[config.mk]
export PLATFORM = sky130hd
export DESIGN_NAME = height_display_relay_sequencer
export DESIGN_NICKNAME = d
export VERILOG_FILES = /design/src/core/height_display_pkg.sv /design/src/core/input_filter.sv /design/src/core/height_display_relay_sequencer.sv
export VERILOG_INCLUDE_DIRS = /design/src /design/src/core
export SDC_FILE = /design/constraint.sdc
export NUM_CORES = 1
export LEC_CHECK = 0
export ABC_CLOCK_PERIOD_IN_PS = 3450
export BUFFER_PORTS_ARGS = -buffer_cell sky130_fd_sc_hd__buf_2
export CELL_PAD_IN_SITES_DETAIL_PLACEMENT = 1
export CELL_PAD_IN_SITES_GLOBAL_PLACEMENT = 1
export CORE_UTILIZATION = 30
export CTS_CLUSTER_DIAMETER = 30
export CTS_CLUSTER_SIZE = 12
export DETAILED_ROUTE_END_ITERATION = 12
export PLACE_DENSITY_LB_ADDON = 0.25
export SETUP_SLACK_MARGIN = 0.05
export SYNTH_ARGS = -nofsm -noshare
export SYNTH_HDL_FRONTEND = slang
export SYNTH_SLANG_ARGS = --single-unit
[constraint.sdc]
create_clock -name core_clk -period 3.45 [get_ports core_clk]
set_input_delay 0.8625 -clock core_clk [delete_from_list [all_inputs] [get_ports core_clk]]
set_output_delay 0.8625 -clock core_clk [all_outputs]
set_load 0.01 [all_outputs]
[src/core/height_display_map.svh]
/*
 * Constants of the height display relay sequencer: timing, register
 * offsets, field positions and reset values.
 * Assumes a 100 MHz core clock and a 32-bit AXI4-Lite register bus.
 */
`ifndef HEIGHT_DISPLAY_MAP_SVH
`define HEIGHT_DISPLAY_MAP_SVH

// ---------------------------------------------------------------
// Timing
// ---------------------------------------------------------------
`define HD_CLK_MHZ 100
`define HD_DEBOUNCE_US 1000
`define HD_DEBOUNCE_CYCLES ((`HD_DEBOUNCE_US) * (`HD_CLK_MHZ))
`define HD_CLEAR_US 10
`define HD_CLEAR_CYCLES ((`HD_CLEAR_US) * (`HD_CLK_MHZ))

// ---------------------------------------------------------------
// Input vector positions and idle levels
// ---------------------------------------------------------------
`define HD_IN_COUNT 4
`define HD_IN_GRANT 0
`define HD_IN_CLEAR_LINE_N 1
`define HD_IN_CLEAR_SWITCH 2
`define HD_IN_REQUEST 3
`define HD_IN_RESET 4'h2

// ---------------------------------------------------------------
// Register map
// ---------------------------------------------------------------
`define HD_CTRL_OFFSET 12'h000
`define HD_STATUS_OFFSET 12'h004
`define HD_CTRL_SOFT_CLEAR 0
`define HD_CTRL_GRANT_CLEAR_EN 1
`define HD_CTRL_SWITCH_EN 2
`define HD_CTRL_RESET 3'h6
`define HD_ST_FOLLOWER 0
`define HD_ST_LATCH 1
`define HD_ST_HOLD 2
`define HD_ST_CLEARING 3
`define HD_ST_GRANT 4
`define HD_ST_BRAKE 5
`define HD_ST_TRACKING 6
`define HD_RESP_OKAY 2'h0
`define HD_RESP_SLVERR 2'h2

`endif

[src/core/height_display_pkg.sv]
/*
 * Types of the height display relay sequencer.
 * Assumes the constants of height_display_map.svh.
 */
package height_display_pkg;

    // Relay states held as registered bits
    typedef struct packed {
        logic request_follower_relay;
        logic relative_mode_latch;
        logic hold_relay;
    } relay_s;

    // Outputs toward the display panel and servos
    typedef struct packed {
        logic brake_solenoid;
        logic absolute_tracking_en;
        logic relative_height_follower;
        logic absolute_dial_lamp;
        logic relative_dial_lamp;
    } panel_s;

    // Register selected by a bus address
    typedef enum logic [1:0] {
        SEL_CTRL,
        SEL_STATUS,
        SEL_NONE
    } reg_sel_e;

endpackage

[src/core/input_filter.sv]
/*
 * Synchroniser and debouncer for one switch or line input.
 * Assumes the raw level may change at any time; the output changes only
 * after the synchronised level has stood for STABLE_CYCLES clocks.
 */
`timescale 1ns/100ps
`default_nettype none

module input_filter #(
    parameter int unsigned STABLE_CYCLES = 100000,
    parameter bit RESET_VAL = 1'b0
) (
    // Clock and reset
    input wire logic core_clk,
    input wire logic nrst,
    // Levels
    input wire logic raw,
    output var logic clean
);

    localparam int CNT_W = $clog2(STABLE_CYCLES + 1);

    logic sync1;
    logic sync2;
    logic [CNT_W-1:0] count;

    // Two-stage synchroniser; only sync2 reads sync1
    always_ff @(posedge core_clk or negedge nrst) begin
        if (!nrst) begin
            sync1 <= RESET_VAL;
            sync2 <= RESET_VAL;
        end else begin
            sync1 <= raw;
            sync2 <= sync1;
        end
    end

    // Accept a new level once it has stood long enough
    always_ff @(posedge core_clk or negedge nrst) begin
        if (!nrst) begin
            count <= '0;
            clean <= RESET_VAL;
        end else if (sync2 == clean) begin
            count <= '0;
        end else if (count == CNT_W'(STABLE_CYCLES - 1)) begin
            count <= '0;
            clean <= sync2;
        end else begin
            count <= count + CNT_W'(1);
        end
    end

endmodule

`default_nettype wire

[src/core/height_display_relay_sequencer.sv]
/*
 * Relay sequencer of one remote height display station, with an AXI4-Lite
 * register slave for control and status.
 * Assumes a single 100 MHz clock, switch and line inputs that may bounce,
 * and a bus master with at most one write and one read under way.
 */
// Chosen here: the register offsets and the AXI4-Lite interface to the registers.
`timescale 1ns/100ps
`default_nettype none
`include "height_display_map.svh"

module height_display_relay_sequencer #(
    parameter int unsigned DEBOUNCE_CYCLES = `HD_DEBOUNCE_CYCLES,
    parameter int unsigned CLEAR_CYCLES = `HD_CLEAR_CYCLES,
    parameter int ADDR_W = 12
) (
    // Clock and reset
    input wire logic core_clk,
    input wire logic nrst,
    // Station inputs
    input wire logic grant,
    input wire logic clear_line_n,
    input wire logic station_clear_switch,
    input wire logic handcrank_request_switch,
    // Station outputs
    output var logic clear_hold_n,
    output var height_display_pkg::panel_s panel,
    // AXI4-Lite write address channel
    input wire logic s_axi_awvalid,
    output var logic s_axi_awready,
    input wire logic [ADDR_W-1:0] s_axi_awaddr,
    // AXI4-Lite write data channel
    input wire logic s_axi_wvalid,
    output var logic s_axi_wready,
    input wire logic [31:0] s_axi_wdata,
    input wire logic [3:0] s_axi_wstrb,
    // AXI4-Lite write response channel
    output var logic s_axi_bvalid,
    input wire logic s_axi_bready,
    output var logic [1:0] s_axi_bresp,
    // AXI4-Lite read address channel
    input wire logic s_axi_arvalid,
    output var logic s_axi_arready,
    input wire logic [ADDR_W-1:0] s_axi_araddr,
    // AXI4-Lite read data channel
    output var logic s_axi_rvalid,
    input wire logic s_axi_rready,
    output var logic [31:0] s_axi_rdata,
    output var logic [1:0] s_axi_rresp
);

    localparam int CLEAR_W = $clog2(CLEAR_CYCLES + 1);

    // ---------------------------------------------------------------
    // Declarations
    // ---------------------------------------------------------------
    logic [`HD_IN_COUNT-1:0] raw_in;
    logic [`HD_IN_COUNT-1:0] clean_in;
    logic grant_q;
    logic [CLEAR_W-1:0] clear_cnt;
    logic clearing;
    height_display_pkg::relay_s relay;
    logic [2:0] ctrl;
    logic soft_clear;
    logic aw_held;
    logic w_held;
    logic [ADDR_W-1:0] wr_addr;
    logic [31:0] wr_data;
    logic [3:0] wr_strb;
    logic wr_fire;
    logic grant_rise;

    // ---------------------------------------------------------------
    // Address decode
    // ---------------------------------------------------------------

    // Map a byte address onto a register
    function automatic height_display_pkg::reg_sel_e decode(
        input logic [ADDR_W-1:0] addr
    );
        height_display_pkg::reg_sel_e sel;
        sel = height_display_pkg::SEL_NONE;
        if (addr == ADDR_W'(`HD_CTRL_OFFSET)) begin
            sel = height_display_pkg::SEL_CTRL;
        end else if (addr == ADDR_W'(`HD_STATUS_OFFSET)) begin
            sel = height_display_pkg::SEL_STATUS;
        end
        return sel;
    endfunction

    // ---------------------------------------------------------------
    // Input conditioning
    // ---------------------------------------------------------------

    // Gather the raw station inputs into one vector
    assign raw_in[`HD_IN_GRANT] = grant;
    assign raw_in[`HD_IN_CLEAR_LINE_N] = clear_line_n;
    assign raw_in[`HD_IN_CLEAR_SWITCH] = station_clear_switch;
    assign raw_in[`HD_IN_REQUEST] = handcrank_request_switch;

    // One synchroniser and debouncer per input
    for (genvar i = 0; i < `HD_IN_COUNT; i++) begin : g_filter
        input_filter #(
            .STABLE_CYCLES(DEBOUNCE_CYCLES),
            .RESET_VAL(1'(`HD_IN_RESET >> i))
        ) u_filter (
            .core_clk(core_clk),
            .nrst(nrst),
            .raw(raw_in[i]),
            .clean(clean_in[i])
        );
    end

    // ---------------------------------------------------------------
    // Clear pulse generation
    // ---------------------------------------------------------------

    // Remember the grant level to catch its arrival
    always_ff @(posedge core_clk or negedge nrst) begin
        if (!nrst) begin
            grant_q <= 1'b0;
        end else begin
            grant_q <= clean_in[`HD_IN_GRANT];
        end
    end

    assign grant_rise = clean_in[`HD_IN_GRANT] && !grant_q;

    // Load the clear timer on a new grant or a software clear
    always_ff @(posedge core_clk or negedge nrst) begin
        if (!nrst) begin
            clear_cnt <= '0;
        end else if ((grant_rise && ctrl[`HD_CTRL_GRANT_CLEAR_EN])
                     || soft_clear) begin
            clear_cnt <= CLEAR_W'(CLEAR_CYCLES);
        end else if (clear_cnt != '0) begin
            clear_cnt <= clear_cnt - CLEAR_W'(1);
        end
    end

    // Drive the clear line low while the timer runs
    always_ff @(posedge core_clk or negedge nrst) begin
        if (!nrst) begin
            clear_hold_n <= 1'b1;
        end else begin
            clear_hold_n <= (clear_cnt == '0);
        end
    end

    // Any break of the holding path: own pulse, line or switch
    assign clearing = !clear_hold_n
                      || !clean_in[`HD_IN_CLEAR_LINE_N]
                      || (clean_in[`HD_IN_CLEAR_SWITCH]
                          && ctrl[`HD_CTRL_SWITCH_EN]);

    // ---------------------------------------------------------------
    // Relay states
    // ---------------------------------------------------------------

    // Follower tracks the request line directly
    always_ff @(posedge core_clk or negedge nrst) begin
        if (!nrst) begin
            relay.request_follower_relay <= 1'b0;
        end else begin
            relay.request_follower_relay <=
                clean_in[`HD_IN_REQUEST];
        end
    end

    // Latch sets from the follower and holds until the path breaks
    always_ff @(posedge core_clk or negedge nrst) begin
        if (!nrst) begin
            relay.relative_mode_latch <= 1'b0;
        end else if (clearing) begin
            relay.relative_mode_latch <= 1'b0;
        end else if (relay.request_follower_relay) begin
            relay.relative_mode_latch <= 1'b1;
        end
    end

    // Hold follows the latch once the follower has dropped
    always_ff @(posedge core_clk or negedge nrst) begin
        if (!nrst) begin
            relay.hold_relay <= 1'b0;
        end else begin
            relay.hold_relay <= relay.relative_mode_latch
                                && !relay.request_follower_relay;
        end
    end

    // ---------------------------------------------------------------
    // Panel outputs
    // ---------------------------------------------------------------

    // Brake, tracking, follower excitation and dial lamps
    always_ff @(posedge core_clk or negedge nrst) begin
        if (!nrst) begin
            panel <= '0;
        end else begin
            panel.brake_solenoid <= clean_in[`HD_IN_GRANT]
                                    && !relay.hold_relay;
            panel.absolute_tracking_en <=
                !relay.relative_mode_latch;
            panel.absolute_dial_lamp <= relay.relative_mode_latch;
            panel.relative_height_follower <= !relay.hold_relay;
            panel.relative_dial_lamp <= relay.hold_relay;
        end
    end

    // ---------------------------------------------------------------
    // Register write path
    // ---------------------------------------------------------------

    assign wr_fire = aw_held && w_held && !s_axi_bvalid;

    // Take the write address once, then wait for the response
    always_ff @(posedge core_clk or negedge nrst) begin
        if (!nrst) begin
            aw_held <= 1'b0;
            s_axi_awready <= 1'b1;
            wr_addr <= '0;
        end else if (s_axi_awvalid && s_axi_awready) begin
            aw_held <= 1'b1;
            s_axi_awready <= 1'b0;
            wr_addr <= s_axi_awaddr;
        end else if (s_axi_bvalid && s_axi_bready) begin
            aw_held <= 1'b0;
            s_axi_awready <= 1'b1;
        end
    end

    // Take the write data once, then wait for the response
    always_ff @(posedge core_clk or negedge nrst) begin
        if (!nrst) begin
            w_held <= 1'b0;
            s_axi_wready <= 1'b1;
            wr_data <= '0;
            wr_strb <= '0;
        end else if (s_axi_wvalid && s_axi_wready) begin
            w_held <= 1'b1;
            s_axi_wready <= 1'b0;
            wr_data <= s_axi_wdata;
            wr_strb <= s_axi_wstrb;
        end else if (s_axi_bvalid && s_axi_bready) begin
            w_held <= 1'b0;
            s_axi_wready <= 1'b1;
        end
    end

    // Response once both halves are held
    always_ff @(posedge core_clk or negedge nrst) begin
        if (!nrst) begin
            s_axi_bvalid <= 1'b0;
            s_axi_bresp <= `HD_RESP_OKAY;
        end else if (wr_fire) begin
            s_axi_bvalid <= 1'b1;
            if (decode(wr_addr) == height_display_pkg::SEL_NONE) begin
                s_axi_bresp <= `HD_RESP_SLVERR;
            end else begin
                s_axi_bresp <= `HD_RESP_OKAY;
            end
        end else if (s_axi_bready) begin
            s_axi_bvalid <= 1'b0;
        end
    end

    // Control bits; the soft clear bit acts for one cycle only
    always_ff @(posedge core_clk or negedge nrst) begin
        if (!nrst) begin
            ctrl <= `HD_CTRL_RESET;
            soft_clear <= 1'b0;
        end else begin
            soft_clear <= 1'b0;
            if (wr_fire && wr_strb[0]
                && decode(wr_addr) == height_display_pkg::SEL_CTRL) begin
                ctrl <= {wr_data[`HD_CTRL_SWITCH_EN],
                         wr_data[`HD_CTRL_GRANT_CLEAR_EN], 1'b0};
                soft_clear <= wr_data[`HD_CTRL_SOFT_CLEAR];
            end
        end
    end

    // ---------------------------------------------------------------
    // Register read path
    // ---------------------------------------------------------------

    // Answer one read at a time, one cycle after the address
    always_ff @(posedge core_clk or negedge nrst) begin
        if (!nrst) begin
            s_axi_arready <= 1'b1;
            s_axi_rvalid <= 1'b0;
            s_axi_rdata <= '0;
            s_axi_rresp <= `HD_RESP_OKAY;
        end else if (s_axi_arvalid && s_axi_arready) begin
            s_axi_arready <= 1'b0;
            s_axi_rvalid <= 1'b1;
            s_axi_rdata <= '0;
            s_axi_rresp <= `HD_RESP_OKAY;
            case (decode(s_axi_araddr))
                height_display_pkg::SEL_CTRL: begin
                    s_axi_rdata[2:0] <= ctrl;
                end
                height_display_pkg::SEL_STATUS: begin
                    s_axi_rdata[`HD_ST_FOLLOWER] <=
                        relay.request_follower_relay;
                    s_axi_rdata[`HD_ST_LATCH] <= relay.relative_mode_latch;
                    s_axi_rdata[`HD_ST_HOLD] <= relay.hold_relay;
                    s_axi_rdata[`HD_ST_CLEARING] <= clearing;
                    s_axi_rdata[`HD_ST_GRANT] <= clean_in[`HD_IN_GRANT];
                    s_axi_rdata[`HD_ST_BRAKE] <= panel.brake_solenoid;
                    s_axi_rdata[`HD_ST_TRACKING] <=
                        panel.absolute_tracking_en;
                end
                default: begin
                    s_axi_rresp <= `HD_RESP_SLVERR;
                end
            endcase
        end else if (s_axi_rvalid && s_axi_rready) begin
            s_axi_rvalid <= 1'b0;
            s_axi_arready <= 1'b1;
        end
    end

endmodule

`default_nettype wire

==> load_flow_metrics.sql <==
INSERT INTO impl_metrics (metric_group, metric, value, unit) VALUES
('timing', 'final_max_slew_viol_count', '0', ''),
('cts', 'post_cts_buffers', '0', ''),
('detailed_routing', 'detail_route.vias_per_cell', '4.70', ''),
('detailed_routing', 'drt_first_iter_violations', '156', ''),
('setup_path', 'critical-path-top-delay-family', 'flip-flops', ''),
('synthesis', 'yosys-top-cells-area', 'sky130_fd_sc_hd__dfrtp_1, sky130_fd_sc_hd__xor2_1, sky130_fd_sc_hd__mux2_2', ''),
('die', 'die-width', '145', 'um'),
('finish', 'area.growth.synth_to_final', '17.8', '%'),
('die', 'core_area', '0.0197', 'mm2'),
('synthesis', 'postSynth.topFlopCell', 'sky130_fd_sc_hd__dfrtp_1', ''),
('finish', 'most-common-layout-cells', 'sky130_fd_sc_hd__dfrtp_1, sky130_fd_sc_hd__nor2_1, sky130_fd_sc_hd__buf_2, sky130_fd_sc_hd__nand2_1, sky130_fd_sc_hd__xor2_1', ''),
('finish', 'final_layout_size_suffix_gt1_share', '20.8', '%'),
('setup_path', 'crit_required', '2.59', 'ns'),
('timing', 'max_slew.worst_pin.slew', '0.613', 'ns'),
('synthesis', 'synth_cell_types', '46', ''),
('global_route', 'grt_antenna_before_repair', '0', ''),
('detailed_routing', 'drtPass1Iterations', '4', ''),
('run_status', 'status', 'completed', ''),
('timing', 'max_freq', '493', 'MHz'),
('die', 'row_count', '51', ''),
('synthesis', 'synth_sequential_area_ratio', '55.4', '%'),
('cts', 'clock_insertion_delay_worst_skew', '0.42', 'ns'),
('detailed_routing', 'drc', '0', ''),
('timing', 'final_min_period_over_clock_period', '58.8', '%'),
('die', 'start_util', '31.0', '%'),
('detailed_routing', 'post_drt_wl_per_cell', '14.9', 'um'),
('synthesis', 'yosysTopAreaCell', 'sky130_fd_sc_hd__dfrtp_1', ''),
('die', 'number_of_primary_i_o_pins', '118', ''),
('finish', 'layout_commonest_cell', 'sky130_fd_sc_hd__dfrtp_1', ''),
('cts', 'hold_bufs_inserted_after_cts', '0', ''),
('detailed_routing', 'route.vias.total', '4209', ''),
('timing', 'timing.final.setup_violations', '0', ''),
('cts', 'clock_sink_count', '135', ''),
('global_route', 'gr-usage-all-layers', '14.1', '%'),
('global_route', 'grt_pass1_vias', '4549', ''),
('run', 'maxCapViolations', '0', ''),
('hold_path', 'worst_hold_path_type', 'reg -> reg', ''),
('setup_path', 'cp.arrival', '1.16', 'ns'),
('timing', 'setup_total_negative_slack', '0', 'ns'),
('setup_path', 'cp_slowest_cell', 'sky130_fd_sc_hd__dfstp_2', ''),
('setup_path', 'slowest_delay', '0.59', 'ns'),
('setup_path', 'cp_cell_sequence', 'buf_2', ''),
('cts', 'cts_root_buffer', 'sky130_fd_sc_hd__clkbuf_16', ''),
('finish', 'n_fill_cell', '2200', ''),
('timing', 'grt_setup_unrepaired', 'false', ''),
('cts', 'cts_max_level', '4', ''),
('timing', 'fin_skew', '0.00871', 'ns'),
('placement', 'portBuffers', '58', ''),
('die', 'chip_height', '145', 'um'),
('setup_path', 'crit_buf_inv', '1', ''),
('synthesis', 'count_of_flip_flops_with_a_built_in_enable_after_synthesis', '0', ''),
('timing', 'final_period_minus_worst_setup_slack', '2.03', 'ns'),
('synthesis', 'syn_area_per_cell', '11.1', 'um2'),
('synthesis', 'synth-seq-cells', '135', ''),
('synthesis', 'share_of_the_synthesized_area_in_the_top_cell_type', '51.5', '%'),
('setup_path', 'setup.worst_path.start_class', 'flop', ''),
('setup_path', 'setup.worst_path.end_class', 'output port', ''),
('synthesis', 'synth_warnings', '0', ''),
('power', 'totalPowerFinal', '4.22', 'mW'),
('cts', 'max-clock-path-buffers', '2', ''),
('cts', 'cts_tree', 'yes', ''),
('synthesis', 'syn_inst', '549', ''),
('cts', 'numCtsBuffers', '17', ''),
('finish', 'diodes', '0', ''),
('timing', 'hold_viol_final', '0', ''),
('placement', 'final_replace_weighted_congestion', '0.791', ''),
('setup_path', 'classification_of_the_worst_setup_path', 'reg -> out', ''),
('power', 'static-leakage-power', '3.17', 'nW'),
('timing', 'timing.max_slew.rel_slack', '58.7', '%'),
('timing', 'holdWs', '0.360', 'ns'),
('synthesis', 'synth.cell_area', '0.00612', 'mm2');
[cell families after synthesis]
group / share of synthesized area (%)
AOI/OAI and AO/OA: 3.58
xor gates and xnor gates: 8.45
adders and majority gates: 1.02
buffers and inverters: 4.70
DFF: 55.4
muxes: 5.21
other: 0.0613
and+or+nand+nor: 21.6
[state kept, by name, indices dropped and copies added (netlist names), 2 cells and up]
| register | cells |
|---|---|
| relay | 3 |
| g_filter.u_filter.sync1 | 4 |
| clear_cnt | 10 |
| panel | 5 |
| g_filter.u_filter.count | 68 |
| g_filter.u_filter.sync2 | 4 |
| wr_addr | 12 |
| ctrl | 2 |
| wr_data | 3 |
| g_filter.u_filter.clean | 4 |
| s_axi_rdata | 7 |
[per-stage QoR]
step | std cells | area [um2] | util [%] | worst slack [ns]
after floorplan | 575 | 6220 | - | 1.65
after global placement | 864 | 6630 | 33.6 | 1.27
after detailed placement | 864 | 6630 | 33.6 | 1.26
after CTS | 896 | 7200 | 36.5 | 1.38
after global routing | 896 | 7200 | 36.5 | 1.28
final | 896 | 7200 | 36.5 | 1.42
[layer usage]
layer	vias to the layer above	global-route usage [%]	share of wire, %
met2	79	23.9	49
li1	2011	-	-
met5	-	0	0
met3	11	3.78	4.0
met4	0	4.88	1.1
met1	2108	17.3	46
[synth_stat cells, drive strengths merged (11+ instances only)]
cell,number
a21oi,11
and4,12
buf,34
dfrtp,126
inv,11
mux2,23
nand2,37
nand3,26
nand4,25
nor2,68
nor4,11
xnor2,29
xor2,30
[worst paths after layout]
check                                                        start                                  endpoint  slack (ns)  cells past startpoint
min in group asynchronous                                     nrst  g_filter[2].u_filter.count[16]$_DFF_PN0_        0.37                      1
setup reg to reg           g_filter[3].u_filter.count[0]$_DFF_PN0_   g_filter[3].u_filter.count[2]$_DFF_PN0_        1.53                      5
hold reg to reg               g_filter[1].u_filter.sync1$_DFF_PN1_      g_filter[1].u_filter.sync2$_DFF_PN1_        0.36                      0
hold / removal                g_filter[1].u_filter.sync1$_DFF_PN1_      g_filter[1].u_filter.sync2$_DFF_PN1_        0.36                      0
setup / recovery                         s_axi_arready$_DFFE_PN1P_                             s_axi_arready        1.42                      1
max in group asynchronous                                     nrst                s_axi_rdata[3]$_DFFE_PN0P_        2.32                      2
[where the power goes]
part           internal, mW  leakage, nW  switching (mW)
clock                 0.964        0.279           0.784
sequential             1.80         1.75           0.164
combinational         0.247         1.14           0.262
[final cells by class]
class,count,area (um2),area share [%]
Sequential cell,135,3390,47.0
Multi-Input combinational cell,393,2540,35.2
Clock buffer,17,425,5.90
Tap cell,265,332,4.60
Timing Repair Buffer,60,324,4.50
Clock inverter,15,154,2.14
Inverter,11,41.3,0.573
No activity file was read; power rests on OpenSTA's default activity.
